--- src/hdl/pbs_defs.svh ---
// Constants for the pipelined burst SRAM port
`ifndef PBS_DEFS_SVH
`define PBS_DEFS_SVH
`define PBS_ADDR_W 6
`define PBS_LANES 4
`define PBS_DATA_W 32
`define PBS_WORD_W 36
`define PBS_PAR_LSB 32
`define PBS_LANES_OFF 4'hF
`define PBS_FIFO_DEPTH 16
`define PBS_FIFO_W (`PBS_ADDR_W + `PBS_LANES + `PBS_WORD_W)
`define PBS_CLK_NS 4
`define PBS_SLEEP_NS 8
`define PBS_SLEEP_CYC ((`PBS_SLEEP_NS + `PBS_CLK_NS - 1) / `PBS_CLK_NS)
`endif

--- src/hdl/pbs_pkg.sv ---
// Types shared by the burst SRAM port modules
package pbs_pkg;
  typedef enum logic [1:0] {
    PBS_OP_IDLE  = 2'b00,
    PBS_OP_READ  = 2'b01,
    PBS_OP_WRITE = 2'b10
  } pbs_op_type;
endpackage

--- src/hdl/pbs_fifo_if.sv ---
// Carrier between the port logic and its write buffer
`timescale 1ns/1ps
interface pbs_fifo_if #(parameter int WIDTH = 8);
  logic in_valid;
  logic in_ready;
  logic [WIDTH-1:0] in_data;
  logic out_valid;
  logic out_ready;
  logic [WIDTH-1:0] out_data;
  logic full;
  modport fill (output in_valid, in_data, out_ready, input in_ready, out_valid, out_data, full);
  modport store (input in_valid, in_data, out_ready, output in_ready, out_valid, out_data, full);
endinterface

--- src/hdl/pbs_fifo.sv ---
// Write buffer FIFO with valid/ready on both sides
`timescale 1ns/1ps
module pbs_fifo #(
  parameter int WIDTH = 8,
  parameter int DEPTH = 16
) (
  input logic clk_i,
  input logic rst_i,
  pbs_fifo_if.store bus
);
  localparam int PW = $clog2(DEPTH);
  logic [WIDTH-1:0] store_r [DEPTH];
  logic [PW-1:0] wr_ptr_r;
  logic [PW-1:0] rd_ptr_r;
  logic [PW:0] count_r;
  logic push;
  logic pop;

  // Handshakes; full and empty follow the fill count
  assign bus.full = (count_r == PW'(0) + (PW+1)'(DEPTH));
  assign bus.in_ready = ~bus.full;
  assign bus.out_valid = (count_r != '0);
  assign bus.out_data = store_r[rd_ptr_r];
  assign push = bus.in_valid & bus.in_ready;
  assign pop = bus.out_valid & bus.out_ready;

  // Storage, no reset needed
  always_ff @(posedge clk_i) begin
    if (push) begin
      store_r[wr_ptr_r] <= bus.in_data;
    end
  end

  // Pointers and count
  always_ff @(posedge clk_i or posedge rst_i) begin
    if (rst_i) begin
      wr_ptr_r <= '0;
      rd_ptr_r <= '0;
      count_r <= '0;
    end else begin
      if (push) begin
        wr_ptr_r <= wr_ptr_r + PW'(1);
      end
      if (pop) begin
        rd_ptr_r <= rd_ptr_r + PW'(1);
      end
      if (push && !pop) begin
        count_r <= count_r + (PW+1)'(1);
      end else if (pop && !push) begin
        count_r <= count_r - (PW+1)'(1);
      end
    end
  end
endmodule

--- src/hdl/pbs_sram_port.sv ---
// Pipelined burst SRAM synchronous port with byte writes and sleep
//
// Overview of operation
// - Write start latches address and write controls
// - Lanes float the edge after write start
// - Next command accepted during write data phase
// - Write data captured second edge after command
// - Only selected byte lanes are updated
// - One address loads four beats, then the burst order wraps to the first
// - Advance ignores selects, bumps burst counter
// - Sleep asynchronous, two cycles in/out
// - Sleep voids pending accesses, lanes float
// - Interleaved order is start XOR count
// - Linear order adds count modulo four
// - Read start; drive only with enable low
// - Advance keeps burst type, next address
// - All byte selects high aborts write
// - Clock hold ignores the edge, except in the sleep and order sync flops and the buffer-full flag
// - Any write cycle floats all lanes
// - Power-up deselected with lanes floating
// - Output enable combinational, masked on writes
// - Read data one edge after command
// - Deselect floats outputs after next edge
// - Write strobe sampled only at burst start
`timescale 1ns/1ps
`include "pbs_defs.svh"
module pbs_sram_port
  import pbs_pkg::*;
(
  input logic clk_i,
  input logic rst_i,
  input logic [`PBS_ADDR_W-1:0] address_i,
  input logic chip_select_a_n_i,
  input logic chip_select_b_i,
  input logic chip_select_c_n_i,
  input logic write_strobe_n_i,
  input logic [`PBS_LANES-1:0] byte_lane_select_n_i,
  input logic advance_or_load_i,
  input logic clock_hold_n_i,
  input logic burst_order_i,
  input logic sleep_request_i,
  input logic output_enable_n_i,
  input logic [`PBS_DATA_W-1:0] dq_i,
  input logic [`PBS_LANES-1:0] parity_lanes_i,
  output logic [`PBS_DATA_W-1:0] dq_o,
  output logic [`PBS_LANES-1:0] parity_lanes_o,
  output logic dq_oe_o,
  output logic sleep_active_o,
  output logic wr_buffer_full_o
);
  localparam int AW = `PBS_ADDR_W;
  localparam int SYNC = `PBS_SLEEP_CYC;

  logic [`PBS_WORD_W-1:0] mem_r [1 << AW];
  logic [SYNC-1:0] sleep_sync_r;
  logic [1:0] order_sync_r;
  logic asleep;
  logic interleave;
  logic go;
  logic cs_all;
  logic burst_on_r;
  logic burst_wr_r;
  logic [AW-1:0] base_r;
  logic [1:0] cnt_r;
  logic [1:0] cnt_nxt;
  logic [1:0] low_nxt;
  pbs_op_type op1_r;
  logic [AW-1:0] addr1_r;
  logic [`PBS_LANES-1:0] be1_n_r;
  logic wr2_on_r;
  logic [AW-1:0] addr2_r;
  logic [`PBS_LANES-1:0] be2_n_r;
  logic drive_r;
  logic [`PBS_WORD_W-1:0] out_r;
  logic buf_full_r;
  logic [AW-1:0] pop_addr;
  logic [`PBS_LANES-1:0] pop_be_n;
  logic [`PBS_WORD_W-1:0] pop_word;
  logic pop_fire;

  pbs_fifo_if #(.WIDTH(`PBS_FIFO_W)) wbuf ();

  pbs_fifo #(
    .WIDTH(`PBS_FIFO_W),
    .DEPTH(`PBS_FIFO_DEPTH)
  ) u_wbuf (
    .clk_i(clk_i),
    .rst_i(rst_i),
    .bus(wbuf)
  );

  // Sleep request and order strap are asynchronous; two flops each
  always_ff @(posedge clk_i or posedge rst_i) begin
    if (rst_i) begin
      sleep_sync_r <= '0;
      order_sync_r <= 2'h0;
    end else begin
      sleep_sync_r <= {sleep_sync_r[SYNC-2:0], sleep_request_i};
      order_sync_r <= {order_sync_r[0], burst_order_i};
    end
  end

  // Last sync stage is the sleep state: entry and exit both take two edges
  assign asleep = sleep_sync_r[SYNC-1];
  assign interleave = order_sync_r[1];
  assign go = ~clock_hold_n_i & ~asleep;
  assign cs_all = ~chip_select_a_n_i & chip_select_b_i & ~chip_select_c_n_i;

  // Next burst beat: only the two low bits move
  assign cnt_nxt = cnt_r + 2'h1;
  assign low_nxt = interleave ? (base_r[1:0] ^ cnt_nxt) : (base_r[1:0] + cnt_nxt);

  // Burst state; strobe sampled only when a burst loads
  always_ff @(posedge clk_i or posedge rst_i) begin
    if (rst_i) begin
      burst_on_r <= 1'b0;
      burst_wr_r <= 1'b0;
      base_r <= '0;
      cnt_r <= 2'h0;
    end else if (asleep) begin
      burst_on_r <= 1'b0;
    end else if (go) begin
      if (!advance_or_load_i) begin
        burst_on_r <= cs_all;
        if (cs_all) begin
          base_r <= address_i;
          burst_wr_r <= ~write_strobe_n_i;
          cnt_r <= 2'h0;
        end
      end else if (burst_on_r) begin
        cnt_r <= cnt_nxt;
      end
    end
  end

  // Command stage: operation, address and byte selects of this edge
  always_ff @(posedge clk_i or posedge rst_i) begin
    if (rst_i) begin
      op1_r <= PBS_OP_IDLE;
      addr1_r <= '0;
      be1_n_r <= `PBS_LANES_OFF;
    end else if (asleep) begin
      op1_r <= PBS_OP_IDLE;
    end else if (go) begin
      be1_n_r <= byte_lane_select_n_i;
      if (!advance_or_load_i) begin
        addr1_r <= address_i;
        if (!cs_all) begin
          op1_r <= PBS_OP_IDLE;
        end else if (write_strobe_n_i) begin
          op1_r <= PBS_OP_READ;
        end else begin
          op1_r <= PBS_OP_WRITE;
        end
      end else begin
        addr1_r <= {base_r[AW-1:2], low_nxt};
        if (!burst_on_r) begin
          op1_r <= PBS_OP_IDLE;
        end else begin
          op1_r <= burst_wr_r ? PBS_OP_WRITE : PBS_OP_READ;
        end
      end
    end
  end

  // Data stage: read fetch or write data phase, new command taken meanwhile
  always_ff @(posedge clk_i or posedge rst_i) begin
    if (rst_i) begin
      drive_r <= 1'b0;
      out_r <= '0;
      wr2_on_r <= 1'b0;
      addr2_r <= '0;
      be2_n_r <= `PBS_LANES_OFF;
    end else if (asleep) begin
      drive_r <= 1'b0;
      wr2_on_r <= 1'b0;
    end else if (go) begin
      drive_r <= (op1_r == PBS_OP_READ);
      wr2_on_r <= (op1_r == PBS_OP_WRITE);
      addr2_r <= addr1_r;
      be2_n_r <= be1_n_r;
      if (op1_r == PBS_OP_READ) begin
        out_r <= mem_r[addr1_r];
      end
    end
  end

  // Write data is pushed to the buffer on the second edge; aborted beats push nothing
  assign wbuf.in_valid = go & wr2_on_r & (be2_n_r != `PBS_LANES_OFF);
  assign wbuf.in_data = {addr2_r, be2_n_r, parity_lanes_i, dq_i};

  // Drain stalls under clock hold and sleep; pushes stall with it, so
  // at most one word waits and a read right after a write sees old data
  assign wbuf.out_ready = go;
  assign {pop_addr, pop_be_n, pop_word} = wbuf.out_data;
  assign pop_fire = wbuf.out_valid & wbuf.out_ready;

  // Array commit, masked per lane; storage holds through sleep
  always_ff @(posedge clk_i) begin
    if (pop_fire) begin
      for (int i = 0; i < `PBS_LANES; i++) begin
        if (!pop_be_n[i]) begin
          mem_r[pop_addr][i*8 +: 8] <= pop_word[i*8 +: 8];
          mem_r[pop_addr][`PBS_PAR_LSB + i] <= pop_word[`PBS_PAR_LSB + i];
        end
      end
    end
  end

  // A full buffer drops the write; flagged so the controller can back off
  always_ff @(posedge clk_i or posedge rst_i) begin
    if (rst_i) begin
      buf_full_r <= 1'b0;
    end else begin
      buf_full_r <= wbuf.full;
    end
  end

  // Output enable is not sampled: the enable path stays combinational
  // Sleep also masks it, in case a read was in flight when sleep began
  assign dq_oe_o = drive_r & ~asleep & ~output_enable_n_i;
  assign dq_o = out_r[`PBS_DATA_W-1:0];
  assign parity_lanes_o = out_r[`PBS_WORD_W-1:`PBS_PAR_LSB];
  assign sleep_active_o = asleep;
  assign wr_buffer_full_o = buf_full_r;
endmodule

--- config.mk ---
export PLATFORM = sky130hd
export DESIGN_NAME = pbs_sram_port
export DESIGN_NICKNAME = d
export VERILOG_FILES = /design/src/hdl/pbs_pkg.sv /design/src/hdl/pbs_fifo_if.sv /design/src/hdl/pbs_fifo.sv /design/src/hdl/pbs_sram_port.sv
export VERILOG_INCLUDE_DIRS = /design/src /design/src/hdl
export SDC_FILE = /design/constraint.sdc
export NUM_CORES = 2
export LEC_CHECK = 0
export BUFFER_PORTS_ARGS = -buffer_cell sky130_fd_sc_hd__buf_2
export CAP_MARGIN = 15
export CORE_UTILIZATION = 30
export DETAILED_ROUTE_END_ITERATION = 10
export PLACE_DENSITY = 0.48
export RECOVER_POWER = 100
export SLEW_MARGIN = 15
export SYNTH_ARGS = -nofsm -noshare
export SYNTH_HDL_FRONTEND = slang
export SYNTH_SLANG_ARGS = --single-unit
--- constraint.sdc ---
create_clock -name clk_i -period 13.45 [get_ports clk_i]
set_input_delay 2.69 -clock clk_i [delete_from_list [all_inputs] [get_ports clk_i]]
set_output_delay 2.69 -clock clk_i [all_outputs]
set_load 0.02 [all_outputs]
==> results.sh <==
export IMPL_worstPathMaxFanout=64
export IMPL_wl_met3_mm=24.5
export IMPL_clock_path_buffers=4
export IMPL_maxCapViolations=98
export IMPL_ctsHoldBuffers=0
export IMPL_worstPathRequired_ps=13590
export IMPL_synthTopCellsByArea="edfxtp_1, mux4_2, mux2i_1, dfrtp_1, a22oi_1"
export IMPL_num_vias=59400
export IMPL_design_area_sq_mm=0.138
export IMPL_grt_antenna_before_repair=45
export IMPL_first_pass_iters=8
export IMPL_r2r_start="u_wbuf.rd_ptr_r[1]"
export IMPL_crit_family="buffers and inverters"
export IMPL_rows=232
export IMPL_place_hpwl_mm=215
export IMPL_viasPerCell=5.14
export IMPL_grt_pass1_wl_mm=486
export IMPL_dieArea_sq_mm=0.404
export IMPL_relSlewSlack_pct=-206
export IMPL_finalHoldViolations=0
export IMPL_yosysSeqAreaShare_pct=77.7
export IMPL_hp_class="register to register"
export IMPL_multi_input_area_sq_mm=0.0255
export IMPL_cts_buffers=339
export IMPL_yosys_warnings=0
export IMPL_skew_ps=94.9
export IMPL_cp_slowest_cell="clkbuf_1"
export IMPL_fin_crit_ps=9200
export IMPL_grt_pass1_vias=60500
export IMPL_syn_num_nets=5812
export IMPL_drt_iter0_markers=6562
export IMPL_synthesis_area_sq_mm=0.120
export IMPL_pin_count=96
export IMPL_wl_mm=350
export IMPL_initial_utilization_pct=30.1
export IMPL_status="finished, violations left"
export IMPL_min_from="order_sync_r[0]"
export IMPL_wl_per_cell_microns=30.3
export IMPL_regArea_sq_mm=0.0935
export IMPL_synthCells=5744
export IMPL_clock_root_buffer="clkbuf_16"
export IMPL_worst_pin_slew_ps=4600
export IMPL_violations="max-capacitance violations, max-slew violations"
export IMPL_fin_crit_sh_pct=68.4
export IMPL_utilization_pct=34.5
export IMPL_crit_path_max_incr_delay_ps=3090
export IMPL_dr_wl_met2_mm=165
export IMPL_h_tree_depth=5
export IMPL_drc=0
export IMPL_total_leakage_power_nw=42.7
export IMPL_syn2layout_area_growth_pct=14.5
export IMPL_cts_sinks=3128
export IMPL_placedCellCount=11000
export IMPL_cts_setup_buffers=0
export IMPL_critPathBufInv=2
export IMPL_instances_no_fill=11600
export IMPL_wl_met1_mm=151
export IMPL_core_area_sq_mm=0.399
export IMPL_cts_tree="done"
export IMPL_dieHeight_microns=635
export IMPL_synthArstFlopShare_pct=2.81
export IMPL_worstSkewPairLatency_ps=930
export IMPL_nNetsFinal=6104
export IMPL_place_area_sq_mm=0.128
export IMPL_cp_end_kind="register"
export IMPL_path_clk_slew_ps=60
export IMPL_power_density_mw_per_mm2=220
export IMPL_ir_worst_vdd_uv=204
export IMPL_cts_resized=0
export IMPL_detail_route_antenna_nets=0
export IMPL_timing_fmax_mhz=109
export IMPL_port_buffers=95
export IMPL_synth_top_area_cell="edfxtp_1"
export IMPL_grt_overflow=0
export IMPL_top_layer="met5"
export IMPL_fill_cells=37000
export IMPL_grt_use_total_pct=16.9
export IMPL_place_gp_congestion=0.843
export IMPL_fp_dieW_microns=635
export IMPL_ys_flop_type="edfxtp_1"
export IMPL_yosysTopAreaCellShare_pct=75.9
export IMPL_path_class="register to register"
export IMPL_crit_arrival_ps=9340
export IMPL_synth_seq_cells=3128
export IMPL_setup_tns_ps=0
export IMPL_layout_drive_gt1_share_pct=18.8
export IMPL_synth_edff_count=3040
export IMPL_setup_violations=0
export IMPL_avgSynthCellArea_sq_um=20.9
export IMPL_drv_slew=3493
export IMPL_crit_path_start="u_wbuf.rd_ptr_r[1]"
export IMPL_ys_types=59
export IMPL_p_total_mw=30.3
export IMPL_start_kind="register"
export IMPL_grt_max_degree=128
export IMPL_crit_path_cell_trace="clkbuf_1 > mux4_2 > mux4_2 > clkbuf_1"
export IMPL_rsz0062_at_grt="false"
## report_power, final
part / internal, mW / switching, mW / leakage [nW]
Sequential: 13.4 / 0.235 / 28.4
Combinational: 1.60 / 5.95 / 9.11
Clock: 5.33 / 3.75 / 5.18
Total: 20.4 / 9.93 / 42.7
## placed cells by master, fill, tap and decap left out, types with 12 or more instances in the layout
master	synthesis	routed
edfxtp_1	3040	3040
mux4_2	569	569
mux2i_1	453	452
clkbuf_16	0	348
clkbuf_1	191	277
a22oi_1	223	224
nor2_1	173	164
o22ai_1	108	108
nor3_1	96	100
nand3_1	106	99
nand2_1	91	85
dfrtp_1	80	77
buf_4	3	68
clkinv_1	0	67
o21ai_0	50	50
nand4_1	50	50
nor4_1	50	46
clkinv_2	0	43
a221oi_1	36	36
o211ai_1	36	36
a221o_1	36	36
bufinv_16	0	31
mux2_2	23	23
nand2b_1	23	22
buf_2	87	19
inv_1	20	18
xnor2_1	12	12
## state kept, by name (all words and copies together), names as in the netlist, 4 cells and up
| name | flops |
|---|---|
| addr1_r | 6 |
| out_r | 36 |
| u_wbuf.rd_ptr_r | 4 |
| mem_r | 2304 |
| u_wbuf.store_r | 736 |
| base_r | 6 |
| u_wbuf.wr_ptr_r | 4 |
| be1_n_r | 4 |
| addr2_r | 6 |
| u_wbuf.count_r | 5 |
| be2_n_r | 4 |
## worst paths after layout
| check | to | slack, ps | cells past startpoint |
|---|---|---|---|
| max in group asynchronous | out_r[13] | 6560 | 3 |
| min reg2reg | order_sync_r[1] | 360 | 0 |
| max | mem_r[12][1] | 4250 | 4 |
| min in group asynchronous | base_r[0] | 2380 | 2 |
| min | order_sync_r[1] | 360 | 0 |
| max reg2reg | mem_r[12][1] | 4250 | 4 |
## cells by family (layout without fill, tap and decap cells)
| kind of cell | count (synthesis) | count (layout) | share of synthesized area, % |
|---|---|---|---|
| AO/OA/AOI/OAI | 515 | 515 | 3.11 |
| XOR/XNOR | 14 | 14 | 0.102 |
| adder cells (fa/ha/maj) | 11 | 11 | 0.121 |
| buffers and inverters | 354 | 899 | 1.27 |
| flip-flops | 3128 | 3128 | 77.7 |
| multiplexers | 1057 | 1057 | 14.9 |
| other | 0 | 9 | 0 |
| AND/OR/NAND/NOR | 665 | 665 | 2.79 |
## routing by layer
layer | global-route usage (%) | vias to the layer above
met5 | 0 | -
met4 | 4.13 | 18
met3 | 2.97 | 464
met2 | 27.4 | 2086
met1 | 23.8 | 32100
li1 | - | 24800
## cells in the mapped netlist, types with 3 or more instances
cell type  instances
or2_1              4
a221oi_1          36
a21o_1             3
dfstp_2            8
inv_1             20
and4_1             6
o21ai_0           50
nor2b_1            8
ha_1              10
nand2b_1          23
a21oi_1            9
nor4_1            50
edfxtp_1        3040
nand3_1          106
mux4_1            11
buf_1             43
nand3b_1           7
nor2_1           173
mux4_2           569
xnor2_1           12
buf_2             87
o22ai_1          108
clkbuf_1         191
dfrtp_1           80
a22oi_1          223
a221o_1           36
and2_1            15
nor3_1            96
mux2i_1          453
nand2_1           91
nand4_1           50
a31oi_1            4
o211ai_1          36
buf_6              8
buf_4              3
mux2_2            23
or3_1              5
nor3_2            12
nor3b_1            9
## area by class of cell
class	instances	area share (%)
inverter	20	0.0563
clock inverter	157	1.13
sequential	3128	67.9
multi-input combinational	2262	18.5
clock buffer	437	6.59
timing repair buffer	285	1.05
tap	5265	4.78
antenna	9	0.0164
## metrics by stage
stage | hold WS (ps) | setup WS (ps)
floorplan | 331 | 6270
global placement | 335 | 7560
detailed placement | 348 | 7460
CTS | 361 | 7620
global route | 363 | 3740
finish | 360 | 4250
Power figures use the tool's default switching activity.
